<file path="src/logic/opgen_params.svh">
// Constants for the operand address generator: prebyte codes,
// page and step values, lengths and fixed levels.
// Assumes it is included once by each file that needs the values.
`ifndef OPGEN_PARAMS_SVH
`define OPGEN_PARAMS_SVH

`define PREBYTE_INDEX_SWAP      8'h90
`define PREBYTE_INDIRECT_SWAP   8'h91
`define PREBYTE_INDIRECT        8'h92

`define PAGE_ZERO_HIGH          8'h00
`define ADDR_STEP               16'h0001

`define OPCODE_LEN              3'h1
`define PREBYTE_LEN             3'h1
`define NO_LEN                  3'h0

`define EXTRA_NONE              2'h0
`define EXTRA_ONE               2'h1
`define EXTRA_TWO               2'h2

`define MASK_LEVEL_SET          2'h3
`define MASK_LEVEL_RESET        2'h0

`define FIRST_BYTE              1'b0
`define SECOND_BYTE             1'b1

`endif

</file>
<file path="src/logic/opgen_pkg.sv">
// Types shared by the operand address generator and its bench.
// Assumes opgen_params.svh is on the include path.
package opgen_pkg;

    // Seventeen operand addressing modes
    typedef enum logic [4:0] {
        mode_inh, mode_imm, mode_dir_s, mode_dir_l,
        mode_idx_0, mode_idx_s, mode_idx_l,
        mode_ind_s, mode_ind_l, mode_indidx_s, mode_indidx_l,
        mode_rel_d, mode_rel_i,
        mode_bit_d, mode_bit_i, mode_bitrel_d, mode_bitrel_i
    } addr_mode_t;

    typedef enum logic [1:0] {
        mask_none, mask_set, mask_reset
    } mask_op_t;

    typedef enum logic [1:0] {
        st_idle, st_opnd, st_ptr, st_finish
    } dec_state_t;

    typedef struct packed {
        logic [7:0]  prebyte;
        addr_mode_t  mode;
        logic        rmw;
        mask_op_t    mask_op;
        logic [15:0] pc;
    } dec_req_t;

    typedef struct packed {
        logic        valid;
        logic        error;
        addr_mode_t  mode;
        logic        use_y;
        logic [2:0]  length;
        logic        ea_valid;
        logic [15:0] ea;
        logic        imm_valid;
        logic [7:0]  imm;
        logic        branch_valid;
        logic [15:0] branch_target;
        logic        mask_write;
        logic [1:0]  mask_level;
    } dec_res_t;

endpackage : opgen_pkg

</file>
<file path="src/logic/cpu_operand_address_generator.sv">
// Operand address generator: takes a decoded instruction, applies the
// prebyte, fetches operand bytes and page-zero pointers, and returns the
// effective address, immediate value, branch target and length.
// Assumes a byte-wide memory bus that answers each read with mem_ack,
// and a fetch unit that presents the addressing mode of each opcode.
module cpu_operand_address_generator
    import opgen_pkg::*;
(
    input  wire logic               mclk,
    input  wire logic               rst,
    input  wire logic               req_valid,
    output logic                    req_ready,
    input  wire opgen_pkg::dec_req_t req,
    input  wire logic [7:0]         index_x,
    input  wire logic [7:0]         index_y,
    output logic                    mem_req,
    output logic [15:0]             mem_addr,
    input  wire logic [7:0]         mem_rdata,
    input  wire logic               mem_ack,
    output opgen_pkg::dec_res_t     res
);
    import opgen_pkg::*;
    `include "opgen_params.svh"

    // Operand bytes that follow the opcode for each mode
    function automatic logic [1:0] extra_bytes(input addr_mode_t m);
        case (m)
            mode_inh, mode_idx_0:                 extra_bytes = `EXTRA_NONE;
            mode_dir_l, mode_idx_l:               extra_bytes = `EXTRA_TWO;
            mode_bitrel_d, mode_bitrel_i:         extra_bytes = `EXTRA_TWO;
            default:                              extra_bytes = `EXTRA_ONE;
        endcase
    endfunction : extra_bytes

    function automatic logic is_pointer(input addr_mode_t m);
        case (m)
            mode_ind_s, mode_ind_l, mode_indidx_s, mode_indidx_l,
            mode_rel_i, mode_bit_i, mode_bitrel_i: is_pointer = 1'b1;
            default:                               is_pointer = 1'b0;
        endcase
    endfunction : is_pointer

    // Word pointers belong to the long indirect forms only
    function automatic logic is_word_ptr(input addr_mode_t m);
        is_word_ptr = (m == mode_ind_l) || (m == mode_indidx_l);
    endfunction : is_word_ptr

    function automatic logic is_long(input addr_mode_t m);
        is_long = (m == mode_dir_l) || (m == mode_idx_l) ||
                  (m == mode_ind_l) || (m == mode_indidx_l);
    endfunction : is_long

    function automatic logic is_prebyte(input logic [7:0] pb);
        is_prebyte = (pb == `PREBYTE_INDEX_SWAP) ||
                     (pb == `PREBYTE_INDIRECT_SWAP) ||
                     (pb == `PREBYTE_INDIRECT);
    endfunction : is_prebyte

    function automatic logic swaps_index(input logic [7:0] pb);
        swaps_index = (pb == `PREBYTE_INDEX_SWAP) ||
                      (pb == `PREBYTE_INDIRECT_SWAP);
    endfunction : swaps_index

    // Bytes ahead of the first operand byte: prebyte and opcode
    function automatic logic [2:0] head_len(input logic [7:0] pb);
        head_len = is_prebyte(pb) ? (`PREBYTE_LEN + `OPCODE_LEN) : `OPCODE_LEN;
    endfunction : head_len

    // Mode after the indirect prebytes have acted
    function automatic addr_mode_t promote(input logic [7:0] pb, input addr_mode_t m);
        promote = m;
        if (pb == `PREBYTE_INDIRECT) begin
            case (m)
                mode_dir_s:    promote = mode_ind_s;
                mode_dir_l:    promote = mode_ind_l;
                mode_idx_s:    promote = mode_indidx_s;
                mode_idx_l:    promote = mode_indidx_l;
                mode_rel_d:    promote = mode_rel_i;
                mode_bit_d:    promote = mode_bit_i;
                mode_bitrel_d: promote = mode_bitrel_i;
                default:       promote = m;
            endcase
        end else if (pb == `PREBYTE_INDIRECT_SWAP) begin
            case (m)
                mode_idx_s:    promote = mode_indidx_s;
                mode_idx_l:    promote = mode_indidx_l;
                default:       promote = m;
            endcase
        end
    endfunction : promote

    // A prebyte that has no meaning for the base mode is refused
    function automatic logic bad_prebyte(input logic [7:0] pb, input addr_mode_t m);
        case (pb)
            `PREBYTE_INDEX_SWAP:
                bad_prebyte = !(m inside {mode_inh, mode_imm, mode_dir_s, mode_dir_l,
                                          mode_idx_0, mode_idx_s, mode_idx_l});
            `PREBYTE_INDIRECT:
                bad_prebyte = !(m inside {mode_dir_s, mode_dir_l, mode_idx_s, mode_idx_l,
                                          mode_rel_d, mode_bit_d, mode_bitrel_d});
            `PREBYTE_INDIRECT_SWAP:
                bad_prebyte = !(m inside {mode_idx_s, mode_idx_l});
            default:
                bad_prebyte = 1'b0;
        endcase
    endfunction : bad_prebyte

    function automatic logic [15:0] page_zero(input logic [7:0] b);
        page_zero = {`PAGE_ZERO_HIGH, b};
    endfunction : page_zero

    function automatic logic [15:0] len_word(input logic [2:0] l);
        len_word = {13'h0000, l};
    endfunction : len_word

    dec_state_t  st;
    dec_state_t  next_st;
    addr_mode_t  mode_q;
    logic        use_y_q;
    logic [7:0]  idx_q;
    logic [15:0] pc_q;
    logic [2:0]  len_q;
    logic        err_q;
    mask_op_t    mask_q;
    logic [1:0]  need_q;
    logic        cnt;
    logic [7:0]  opnd_b [0:1];
    logic [7:0]  ptr_b  [0:1];

    // Request side decoding
    wire logic       accept    = req_valid && (st == st_idle);
    wire addr_mode_t req_mode  = promote(req.prebyte, req.mode);
    wire logic       req_use_y = swaps_index(req.prebyte);
    wire logic [1:0] req_extra = extra_bytes(req_mode);
    // Long forms cost operand bytes; RMW refuses them outright
    wire logic       req_err   = (req.rmw && is_long(req_mode)) ||
                                 bad_prebyte(req.prebyte, req.mode);
    wire logic [2:0] req_head  = head_len(req.prebyte);
    wire logic [2:0] req_len   = req_head + {1'b0, req_extra};
    wire logic [15:0] opnd_addr = req.pc + len_word(req_head);
    wire logic       no_fetch  = req_err || (req_extra == `EXTRA_NONE);

    // Fetch progress; an ack outside the fetch states is ignored
    wire logic       opnd_take = (st == st_opnd) && mem_ack;
    wire logic       ptr_take  = (st == st_ptr) && mem_ack;
    wire logic       last_opnd = opnd_take &&
                                 ({1'b0, cnt} + 2'h1 == need_q);
    wire logic       last_ptr  = ptr_take &&
                                 (!is_word_ptr(mode_q) || cnt == `SECOND_BYTE);

    assign req_ready = (st == st_idle);
    assign mem_req   = (st == st_opnd) || (st == st_ptr);

    always_comb begin
        next_st = st;
        case (st)
            st_idle: begin
                if (accept) begin
                    next_st = no_fetch ? st_finish : st_opnd;
                end
            end
            st_opnd: begin
                if (last_opnd) begin
                    next_st = is_pointer(mode_q) ? st_ptr : st_finish;
                end
            end
            st_ptr: begin
                if (last_ptr) begin
                    next_st = st_finish;
                end
            end
            st_finish: begin
                next_st = st_idle;
            end
            default: begin
                next_st = st_idle;
            end
        endcase
    end

    always_ff @(posedge mclk) begin
        if (rst) begin
            st <= st_idle;
        end else begin
            st <= next_st;
        end
    end

    // Instruction context captured once per request
    always_ff @(posedge mclk) begin
        if (rst) begin
            mode_q  <= mode_inh;
            use_y_q <= 1'b0;
            idx_q   <= 8'h00;
            pc_q    <= 16'h0000;
            len_q   <= `NO_LEN;
            err_q   <= 1'b0;
            mask_q  <= mask_none;
            need_q  <= `EXTRA_NONE;
        end else if (accept) begin
            mode_q  <= req_mode;
            use_y_q <= req_use_y;
            idx_q   <= req_use_y ? index_y : index_x;
            pc_q    <= req.pc;
            len_q   <= req_len;
            err_q   <= req_err;
            mask_q  <= (req_mode == mode_inh) ? req.mask_op : mask_none;
            need_q  <= req_extra;
        end
    end

    // Address sequencing: operand bytes from the stream, then the pointer
    wire logic [15:0] ptr_addr = page_zero((cnt == `FIRST_BYTE) ? mem_rdata : opnd_b[0]);

    always_ff @(posedge mclk) begin
        if (rst) begin
            mem_addr <= 16'h0000;
            cnt      <= `FIRST_BYTE;
        end else if (accept) begin
            mem_addr <= opnd_addr;
            cnt      <= `FIRST_BYTE;
        end else if (last_opnd) begin
            mem_addr <= ptr_addr;
            cnt      <= `FIRST_BYTE;
        end else if (mem_req && mem_ack) begin
            mem_addr <= mem_addr + `ADDR_STEP;
            cnt      <= `SECOND_BYTE;
        end
    end

    // Byte capture; the pointer always sits in the first operand byte
    always_ff @(posedge mclk) begin
        if (rst) begin
            opnd_b[0] <= 8'h00;
            opnd_b[1] <= 8'h00;
            ptr_b[0]  <= 8'h00;
            ptr_b[1]  <= 8'h00;
        end else if (opnd_take) begin
            opnd_b[cnt] <= mem_rdata;
        end else if (ptr_take) begin
            ptr_b[cnt] <= mem_rdata;
        end
    end

    // Effective address forming, high byte first for words
    wire logic [15:0] idx_word  = page_zero(idx_q);
    wire logic [15:0] opnd_s    = page_zero(opnd_b[0]);
    wire logic [15:0] opnd_w    = {opnd_b[0], opnd_b[1]};
    wire logic [15:0] ptr_s     = page_zero(ptr_b[0]);
    wire logic [15:0] ptr_w     = {ptr_b[0], ptr_b[1]};
    // Sums kept 16 bits wide so a 1FE result never wraps into page zero
    wire logic [15:0] sum_opnd_s = opnd_s + idx_word;
    wire logic [15:0] sum_opnd_w = opnd_w + idx_word;
    wire logic [15:0] sum_ptr_s  = ptr_s + idx_word;
    wire logic [15:0] sum_ptr_w  = ptr_w + idx_word;

    logic [15:0] ea_sel;
    logic        ea_ok;
    always_comb begin
        ea_ok  = 1'b1;
        ea_sel = 16'h0000;
        case (mode_q)
            mode_dir_s:    ea_sel = opnd_s;
            mode_dir_l:    ea_sel = opnd_w;
            mode_idx_0:    ea_sel = idx_word;
            mode_idx_s:    ea_sel = sum_opnd_s;
            mode_idx_l:    ea_sel = sum_opnd_w;
            mode_ind_s:    ea_sel = ptr_s;
            mode_ind_l:    ea_sel = ptr_w;
            mode_indidx_s: ea_sel = sum_ptr_s;
            mode_indidx_l: ea_sel = sum_ptr_w;
            mode_bit_d:    ea_sel = opnd_s;
            mode_bit_i:    ea_sel = ptr_s;
            mode_bitrel_d: ea_sel = opnd_s;
            mode_bitrel_i: ea_sel = ptr_s;
            default:       ea_ok  = 1'b0;
        endcase
    end

    // Relative offset source; indirect relative takes it from memory
    wire logic       rel_ok  = mode_q inside {mode_rel_d, mode_rel_i,
                                              mode_bitrel_d, mode_bitrel_i};
    wire logic [7:0] rel_off = (mode_q == mode_rel_d) ? opnd_b[0] :
                               (mode_q == mode_rel_i) ? ptr_b[0]  : opnd_b[1];
    wire logic [15:0] pc_next = pc_q + len_word(len_q);
    wire logic [15:0] rel_word = {{8{rel_off[7]}}, rel_off};
    wire logic [15:0] target  = pc_next + rel_word;

    // Result qualifiers; an error clears every valid except valid itself
    wire logic       imm_ok    = (mode_q == mode_imm) && !err_q;
    wire logic       mask_ok   = (mask_q != mask_none) && !err_q;
    wire logic [1:0] level_sel = (mask_q == mask_set) ? `MASK_LEVEL_SET : `MASK_LEVEL_RESET;

    dec_res_t built;
    always_comb begin
        built               = '0;
        built.valid         = 1'b1;
        built.error         = err_q;
        built.mode          = mode_q;
        built.use_y         = use_y_q;
        built.length        = len_q;
        built.ea_valid      = ea_ok && !err_q;
        built.ea            = ea_sel;
        built.imm_valid     = imm_ok;
        built.imm           = opnd_b[0];
        built.branch_valid  = rel_ok && !err_q;
        built.branch_target = target;
        built.mask_write    = mask_ok;
        built.mask_level    = level_sel;
    end

    // Result holds its fields; valid lasts one cycle
    always_ff @(posedge mclk) begin
        if (rst) begin
            res <= '0;
        end else if (st == st_finish) begin
            res <= built;
        end else begin
            res.valid <= 1'b0;
        end
    end

endmodule : cpu_operand_address_generator

</file>
<file path="config.mk">
export PLATFORM = sky130hd
export DESIGN_NAME = cpu_operand_address_generator
export DESIGN_NICKNAME = d
export VERILOG_FILES = /design/src/logic/opgen_pkg.sv /design/src/logic/cpu_operand_address_generator.sv
export VERILOG_INCLUDE_DIRS = /design/src /design/src/logic
export SDC_FILE = /design/constraint.sdc
export NUM_CORES = 1
export LEC_CHECK = 0
export BUFFER_PORTS_ARGS = -buffer_cell sky130_fd_sc_hd__buf_2
export CORE_MARGIN = 3
export CORE_UTILIZATION = 40
export DETAILED_ROUTE_END_ITERATION = 8
export PLACE_DENSITY = 0.62
export SKIP_CTS_REPAIR_TIMING = 1
export SLEW_MARGIN = 20
export SYNTH_ARGS = -nofsm -noshare
export SYNTH_HDL_FRONTEND = slang
export SYNTH_SLANG_ARGS = --single-unit
export TNS_END_PERCENT = 50
</file>
<file path="constraint.sdc">
create_clock -name mclk -period 5.1 [get_ports mclk]
set_input_delay 0.765 -clock mclk [delete_from_list [all_inputs] [get_ports mclk]]
set_output_delay 0.765 -clock mclk [all_outputs]
set_load 0.1 [all_outputs]
</file>
==> results.md, run 1 <==
* Wire per inst at 18.99 µm
* Final Hold Vio Count at 0
* Logic pwr share at 0.415
* Clock network power share at 0.248
* LEAKAGE at 0.004385 µW
* Syn_nets at 1216
* GP Congestion at 0.9081
* Crit path max-delay cell type: dfxtp_1
* Crit path largest cell delay at 720 ps
* Final instance area at 10840 µm²
* # DRC at 0
* Synth Warn # at 0
* CTS sink count at 145
* Psw at 2148 µW
* Initial antenna violation count at 0
* Worst Setup SP: mode_q[3]
* Hold path startpoint: pc_q[12]
* DRT iter0 DRCs at 785
* Clk_skew at 12.39 ps
* Drt total wl at 28.87 mm
* R2r worst-path depth at 13
* Worst hold path class: register to register
* Maximum fanout along the worst path at 19
* Top cell type's share of synthesized area at 0.2409
* Gr ovfl total at 0
* Setup crit end kind: register
* IO Port Bufs at 134
* Yosys reg bits at 145
* Netlist Area Pre-Place at 9389 µm²
* Vias in the first global route at 8140
* Layout Cells excl Fill at 1520
* Layout Area Growth over Synthesis at 15.42%
* Cells after synthesis at 1098
* Critical Path End: res[18]
* H-tree level count at 4
* Pwr Density at 437.1 nW/µm²
* Top_reg_cell synth: dfxtp_1
* Pin count of the biggest net entering global routing at 81
* Die ar. at 25350 µm²
* Clk pin slew, worst setup/hold paths at 60 ps
* Slew @ Worst Pin at 1080 ps
* Slew Limit Fails at 0
* Fin crit period at 4480 ps
* Max Buffers Root-to-Sink at 2
* Sequential group share of total power at 0.338
* Clk root buf: clkbuf_16
* Drt first pass iters at 8
* CTS tree: yes
* Die Wd at 159.2 µm
* Maximum vdd ir drop at 423.7 µV
* Critical Path Start Type: register
* Avg Cell Area, Syn at 8.551 µm²
* Core Area at 22850 µm²
* Worst flop-to-flop path startpoint: mode_q[3]
* Vias at 8760
* Post-synth EDFFs at 32
* Die height at 159.2 µm
* Io pins at 135
* Fillcell total at 2315
* Worst-skew pair later-pin latency at 430 ps
* FFs w/ async S/R, synth at 0
* Register area share after synthesis at 0.3433
* Maxcap violations at 0
* Sw Share at 0.4535
* Top cells by area, synth: dfxtp_1 (24%), edfxtp_1 (10%), ha_1 (6.7%)
* Status: completed
* GRT Overall Usage at 0.2230
* R2R Setup Slk at 620 ps
* Yosys cell types at 85
* Unrepaired setup endpoints after global routing: no
* Dpl cell area at 10280 µm²
* Post-synth top area cell: dfxtp_1
* Final setup fails at 0
* Initial core utilization at 0.4110
* Achievable Freq at 223.2 MHz
* Post-layout net count at 1313
* Vias/cell at 5.763
* Post-route ant nets at 0
* Hpwl dp at 21.00 mm
* Worst slew margin at 0.2745
* Cell Rows at 55
* Total CTS buffers at 17
* Int Power at 2588 µW
* Period utilisation layout at 0.8785
* CP required at 5420 ps
* Worst r2r dst: res[18]
* Setup tns final at 0 ps
* Global-route wire length before repair at 45.87 mm
* Ratio of cells with drive above 1 in the final layout at 0.1848
* Crit path cell chain: nor3b_2 > nand3_1 > a21oi_1 > fa_1 > ha_1 > fa_1 > a211oi_1 > o21ai_0 > nand3_1 > nand3b_1 > a41oi_1 > nor3_1 > nand3b_1
* Min Hold Slack at 461.4 ps
* Setup CP Type: register to register
* Number of diodes at 0
* Placed instance count at 1489
* CP arrival at 4800 ps
==> layout by cell type (no fill, tap or decap), types with 32 or more instances in the layout <==
master    netlist  layout
buf_2           6     133
nand2_1       132     132
nor2_1        114     114
dfxtp_1       113     113
a21oi_1        78      78
ha_1           50      49
mux2i_1        45      45
nand3_1        36      36
o21ai_0        38      36
xnor2_1        35      35
a211oi_1       32      32
edfxtp_1       32      32
==> power groups by stage <==
stage	logic (µW)	registers (µW)	clock network [µW]
2_1_floorplan	1190	1890	0
3_3_place_gp	1930	1610	0
3_5_place_dp	1940	1610	0
4_1_cts	1950	1590	1190
5_1_grt	2130	1630	1250
6_report	1960	1600	1170
==> registers in the layout, indices dropped and copies added (netlist names), 2 cells and up <==
signal	flops
idx_q	8
len_q	3
mask_q	2
mem_addr	16
mode_q	5
need_q	2
opnd_b	16
pc_q	16
ptr_b	16
res	56
st	2
==> cells in the mapped netlist (6+ instances only) <==
cell      number
a211oi_1      32
a21o_1        10
a21oi_1       78
a221oi_1      15
a222oi_1       9
a22oi_1        6
a31oi_1        7
and2_1        15
and3_1        20
buf_1         11
buf_2          6
clkbuf_1      47
dfxtp_1      113
edfxtp_1      32
fa_1           8
ha_1          50
inv_1         20
mux2_2        17
mux2i_1       45
nand2_1      132
nand2b_1      10
nand3_1       36
nand3b_1       6
nand4_1       18
nor2_1       114
nor2b_1        7
nor3_1        27
o211ai_1      13
o21a_1         7
o21ai_0       38
or3_1          8
xnor2_1       35
xor2_1        12
==> cell type report <==
type | count | area (µm²) | share of cell area
multi-input combinational | 864 | 5828 | 0.5378
sequential | 145 | 3223 | 0.2974
timing repair buffer | 147 | 770.7 | 0.07112
clock buffer | 20 | 469.2 | 0.04330
tap | 313 | 391.6 | 0.03614
clock inverter | 11 | 78.83 | 0.007274
inverter | 20 | 75.07 | 0.006928
==> cell families (layout without fill, tap and decap cells) <==
group	Yosys count	in the layout	share of synthesized area
and+or+nand+nor	424	424	0.2195
AOI/OAI and AO/OA	273	273	0.2020
DFF	145	145	0.3433
buffers and inverters	89	198	0.03931
muxes	62	62	0.06836
adders and majority gates	58	58	0.08369
xor gates and xnor gates	47	47	0.04384
==> metal layers <==
layer  global-route usage  vias up  wire length (µm)
li1                     -     4244                 -
met1               0.3326     4088             13680
met2               0.3222      371             12250
met3              0.04292       57              2283
met4              0.07362        0               654
met5                    0        -                 0
==> metrics by stage <==
step | setup slack [ps] | utilization | total power [µW]
floorplan | 1365 | - | 3078
global placement | 794.2 | 0.4501 | 3535
detailed placement | 667.5 | 0.4501 | 3550
CTS | 664.4 | 0.4740 | 4728
global route | 120.1 | 0.4743 | 5007
finish | 619.7 | 0.4743 | 4736
==> how the worst min path moves through the flow <==
stage	endpoint	slack (ps)	cells past startpoint
5_1_grt	pc_q[0]	480	2
2_1_floorplan	pc_q[0]	440	2
6_report	pc_q[12]	460	2
4_1_cts	pc_q[14]	470	2
3_5_place_dp	pc_q[12]	450	2
3_3_place_gp	pc_q[0]	450	2
==> worst max-delay path, delay by kind of cell (launching register included) <==
kind	cells	cell delay (ps)
simple gates	6	1380
fa+ha+maj	3	1150
compound gates	4	1130
flops	1	720
No activity file was read; power rests on OpenSTA's default activity.
==> run 2, diff against run 1 <==
- BUFFER_PORTS_ARGS: -buffer_cell sky130_fd_sc_hd__buf_2 -> default
- DONT_BUFFER_PORTS: default -> 1
- PLACE_DENSITY: 0.62 -> 0.57
==> run 2 against run 1 <==
Critical path depth decreased by 2. Worst hold slack got worse by 68 ps. Die area unchanged. Total power decreased by 1.7%. Setup slack improved by 150 ps. Clock power about the same. Routed wire length decreased by 1.4%. Sequential cell count unchanged. Critical endpoint is now res[42]. Largest power group is now sequential cells.
==> results.md, run 2 (synthesis results as in run 1) <==
* Final setup fails at 0 (unchanged)
* H-tree level count at 4 (unchanged)
* Worst hold path class: primary input to register
* GRT busiest layer: met1
* Maxcap violations at 0 (unchanged)
* Gr ovfl total at 0 (unchanged)
* Maximum fanout along the worst path at 18 (-1)
* Die ar. at 25350 µm² (unchanged)
* CP arrival at 4660 ps (-140 ps)
* Initial core utilization at 0.4110 (unchanged)
* CP most frequent cell: nand2_1
* Post-layout net count at 1185 (-9.7%)
* Final Hold Vio Count at 0 (unchanged)
* Initial antenna violation count at 1 (+1)
* Fin crit period at 4334 ps (-146.6 ps)
* Slew Limit Fails at 0 (unchanged)
* Drt total wl at 28.46 mm (-1.4%)
* Vias at 8181 (-6.6%)
* Achievable Freq at 230.8 MHz (+3.4%)
* Vias/cell at 5.873 (+1.9%)
* Wire per inst at 20.43 µm (+7.6%)
* Hpwl dp at 20.74 mm (-1.3%)
* Maximum vdd ir drop at 200.3 µV (-53%)
* Setup crit end kind: register
* Commonest non-fill, non-tap cell in the layout: nand2_1
* Setup CP Type: register to register
* Crit path max-delay cell type: dfxtp_1
* Unrepaired setup endpoints after global routing: no
* Worst slew margin at 0.2383 (-0.03627)
* GP Congestion at 0.8792 (-3.2%)
* Clk pin slew, worst setup/hold paths at 70 ps (about the same)
* CTS tree: yes
* CTS sink count at 145 (unchanged)
* LEAKAGE at 0.003782 µW (-14%)
* Period utilisation layout at 0.8497 (-0.02875)
* CP required at 5430 ps (about the same)
* Met3 GRT Util at 0.06243 (+0.01951)
* Number of diodes at 0 (unchanged)
* Pin count of the biggest net entering global routing at 109 (+35%)
* Die height at 159.2 µm (unchanged)
* Critical Path Start Type: register
* GR Layer Usage met2 at 0.3156 (-0.006635)
* Layout Cells excl Fill at 1393 (-8.4%)
* Worst-skew pair later-pin latency at 430 ps (about the same)
* # DRC at 0 (unchanged)
* Clk_skew at 9.468 ps (-2.920 ps)
* Drt first pass iters at 8 (unchanged)
* Die Wd at 159.2 µm (unchanged)
* Placed instance count at 1361 (-8.6%)
* GRT Overall Usage at 0.2222 (-0.0007638)
* Clk root buf: clkbuf_16
* Vias in the first global route at 7799 (-4.2%)
* Status: completed
* DRT iter0 DRCs at 790 (+0.64%)
* Pwr Total at 4656 µW (-1.7%)
* Max Buffers Root-to-Sink at 2 (unchanged)
* GR Layer Usage met1 at 0.3228 (-0.009762)
* Crit path largest cell delay at 760 ps (+40 ps)
* Biggest register: res
* Total CTS buffers at 17 (unchanged)
* IO Port Bufs at 0 (-100%)
* Ratio of cells with drive above 1 in the final layout at 0.08981 (-0.09494)
* Setup tns final at 0 ps (unchanged)
* Core Area at 22850 µm² (unchanged)
* Min Hold Slack at 393.8 ps (-67.59 ps)
* Layout Area Growth over Synthesis at 8.622%
* Pwr Density at 456.5 nW/µm² (+4.5%)
* Crit path cell chain: nor2b_1 > nand2_1 > mux2_2 > ha_1 > nand3_1 > o2111ai_1 > a31oi_1 > or3b_2 > xnor2_1 > nand2_1 > a221oi_1
* Global-route wire length before repair at 45.17 mm (-1.5%)
* Io pins at 135 (unchanged)
* Largest register FFs at 56 (unchanged)
* Highest-count cells in the layout ignoring fill and taps: nand2_1 (132), nor2_1 (114), dfxtp_1 (111), a21oi_1 (78), ha_1 (49)
* Slew @ Worst Pin at 1141 ps (+60.95 ps)
* Post-route ant nets at 0 (unchanged)
* Cell Rows at 55 (unchanged)
==> run 2: changes by cell type in the layout (fill, tap and decap cells not counted), moves of 2 or more <==
cell and delta:
buf_2 -133, buf_4 +5, clkinv_4 +3, clkinvlp_4 -2, dfxtp_1 -2, dfxtp_2 +2, inv_8 +2
==> run 2: final timing paths <==
check,start,to,slack (ps),depth (start not counted)
worst min register to register,pc_q[0],pc_q[0],450,2
worst max register to register,mode_q[1],res[42],770,11
worst max-delay path,mode_q[1],res[42],770,11
worst min-delay path,rst,res[0],390,1
==> run 2: routing by layer <==
layer | vias up | share of wire | wire length (µm)
met1 | 3824 | 0.47 | 13460
li1 | 3990 | - | -
met5 | - | 0.00046 | 13
met3 | 51 | 0.084 | 2400
met4 | 2 | 0.022 | 626
met2 | 314 | 0.42 | 11950
==> run 2: worst max-delay path, delay by kind of cell (launching register included) <==
| family | cells | cell delay (ps) |
|---|---|---|
| mux | 1 | 470 |
| compound gates | 3 | 850 |
| xor+xnor | 1 | 150 |
| simple gates | 5 | 1610 |
| flops | 1 | 760 |
| fa+ha+maj | 1 | 380 |
==> run 2: layout make-up <==
cell class	instances	area [µm²]
Tap cell	313	391.6
Timing Repair Buffer	19	142.6
Clock buffer	17	425.4
Sequential cell	145	3226
Fill cell	2283	12650
Inverter	20	75.07
Multi-Input combinational cell	864	5816
Clock inverter	15	122.6
==> run 2: through the flow <==
stage | setup WS (ps) | util | area, µm²
CTS | 784.1 | 0.4464 | 10200
floorplan | 1365 | - | 9389
finish | 766.3 | 0.4464 | 10200
global placement | 878.7 | 0.4223 | 9649
detailed placement | 794.4 | 0.4224 | 9651
global route | 443.0 | 0.4464 | 10200
==> run 2: power by group <==
part / internal (µW) / switching [µW] / leakage [µW]
Combinational: 556 / 1010 / 0.00226
Clock: 635 / 547 / 0.000273
Sequential: 1330 / 574 / 0.00125
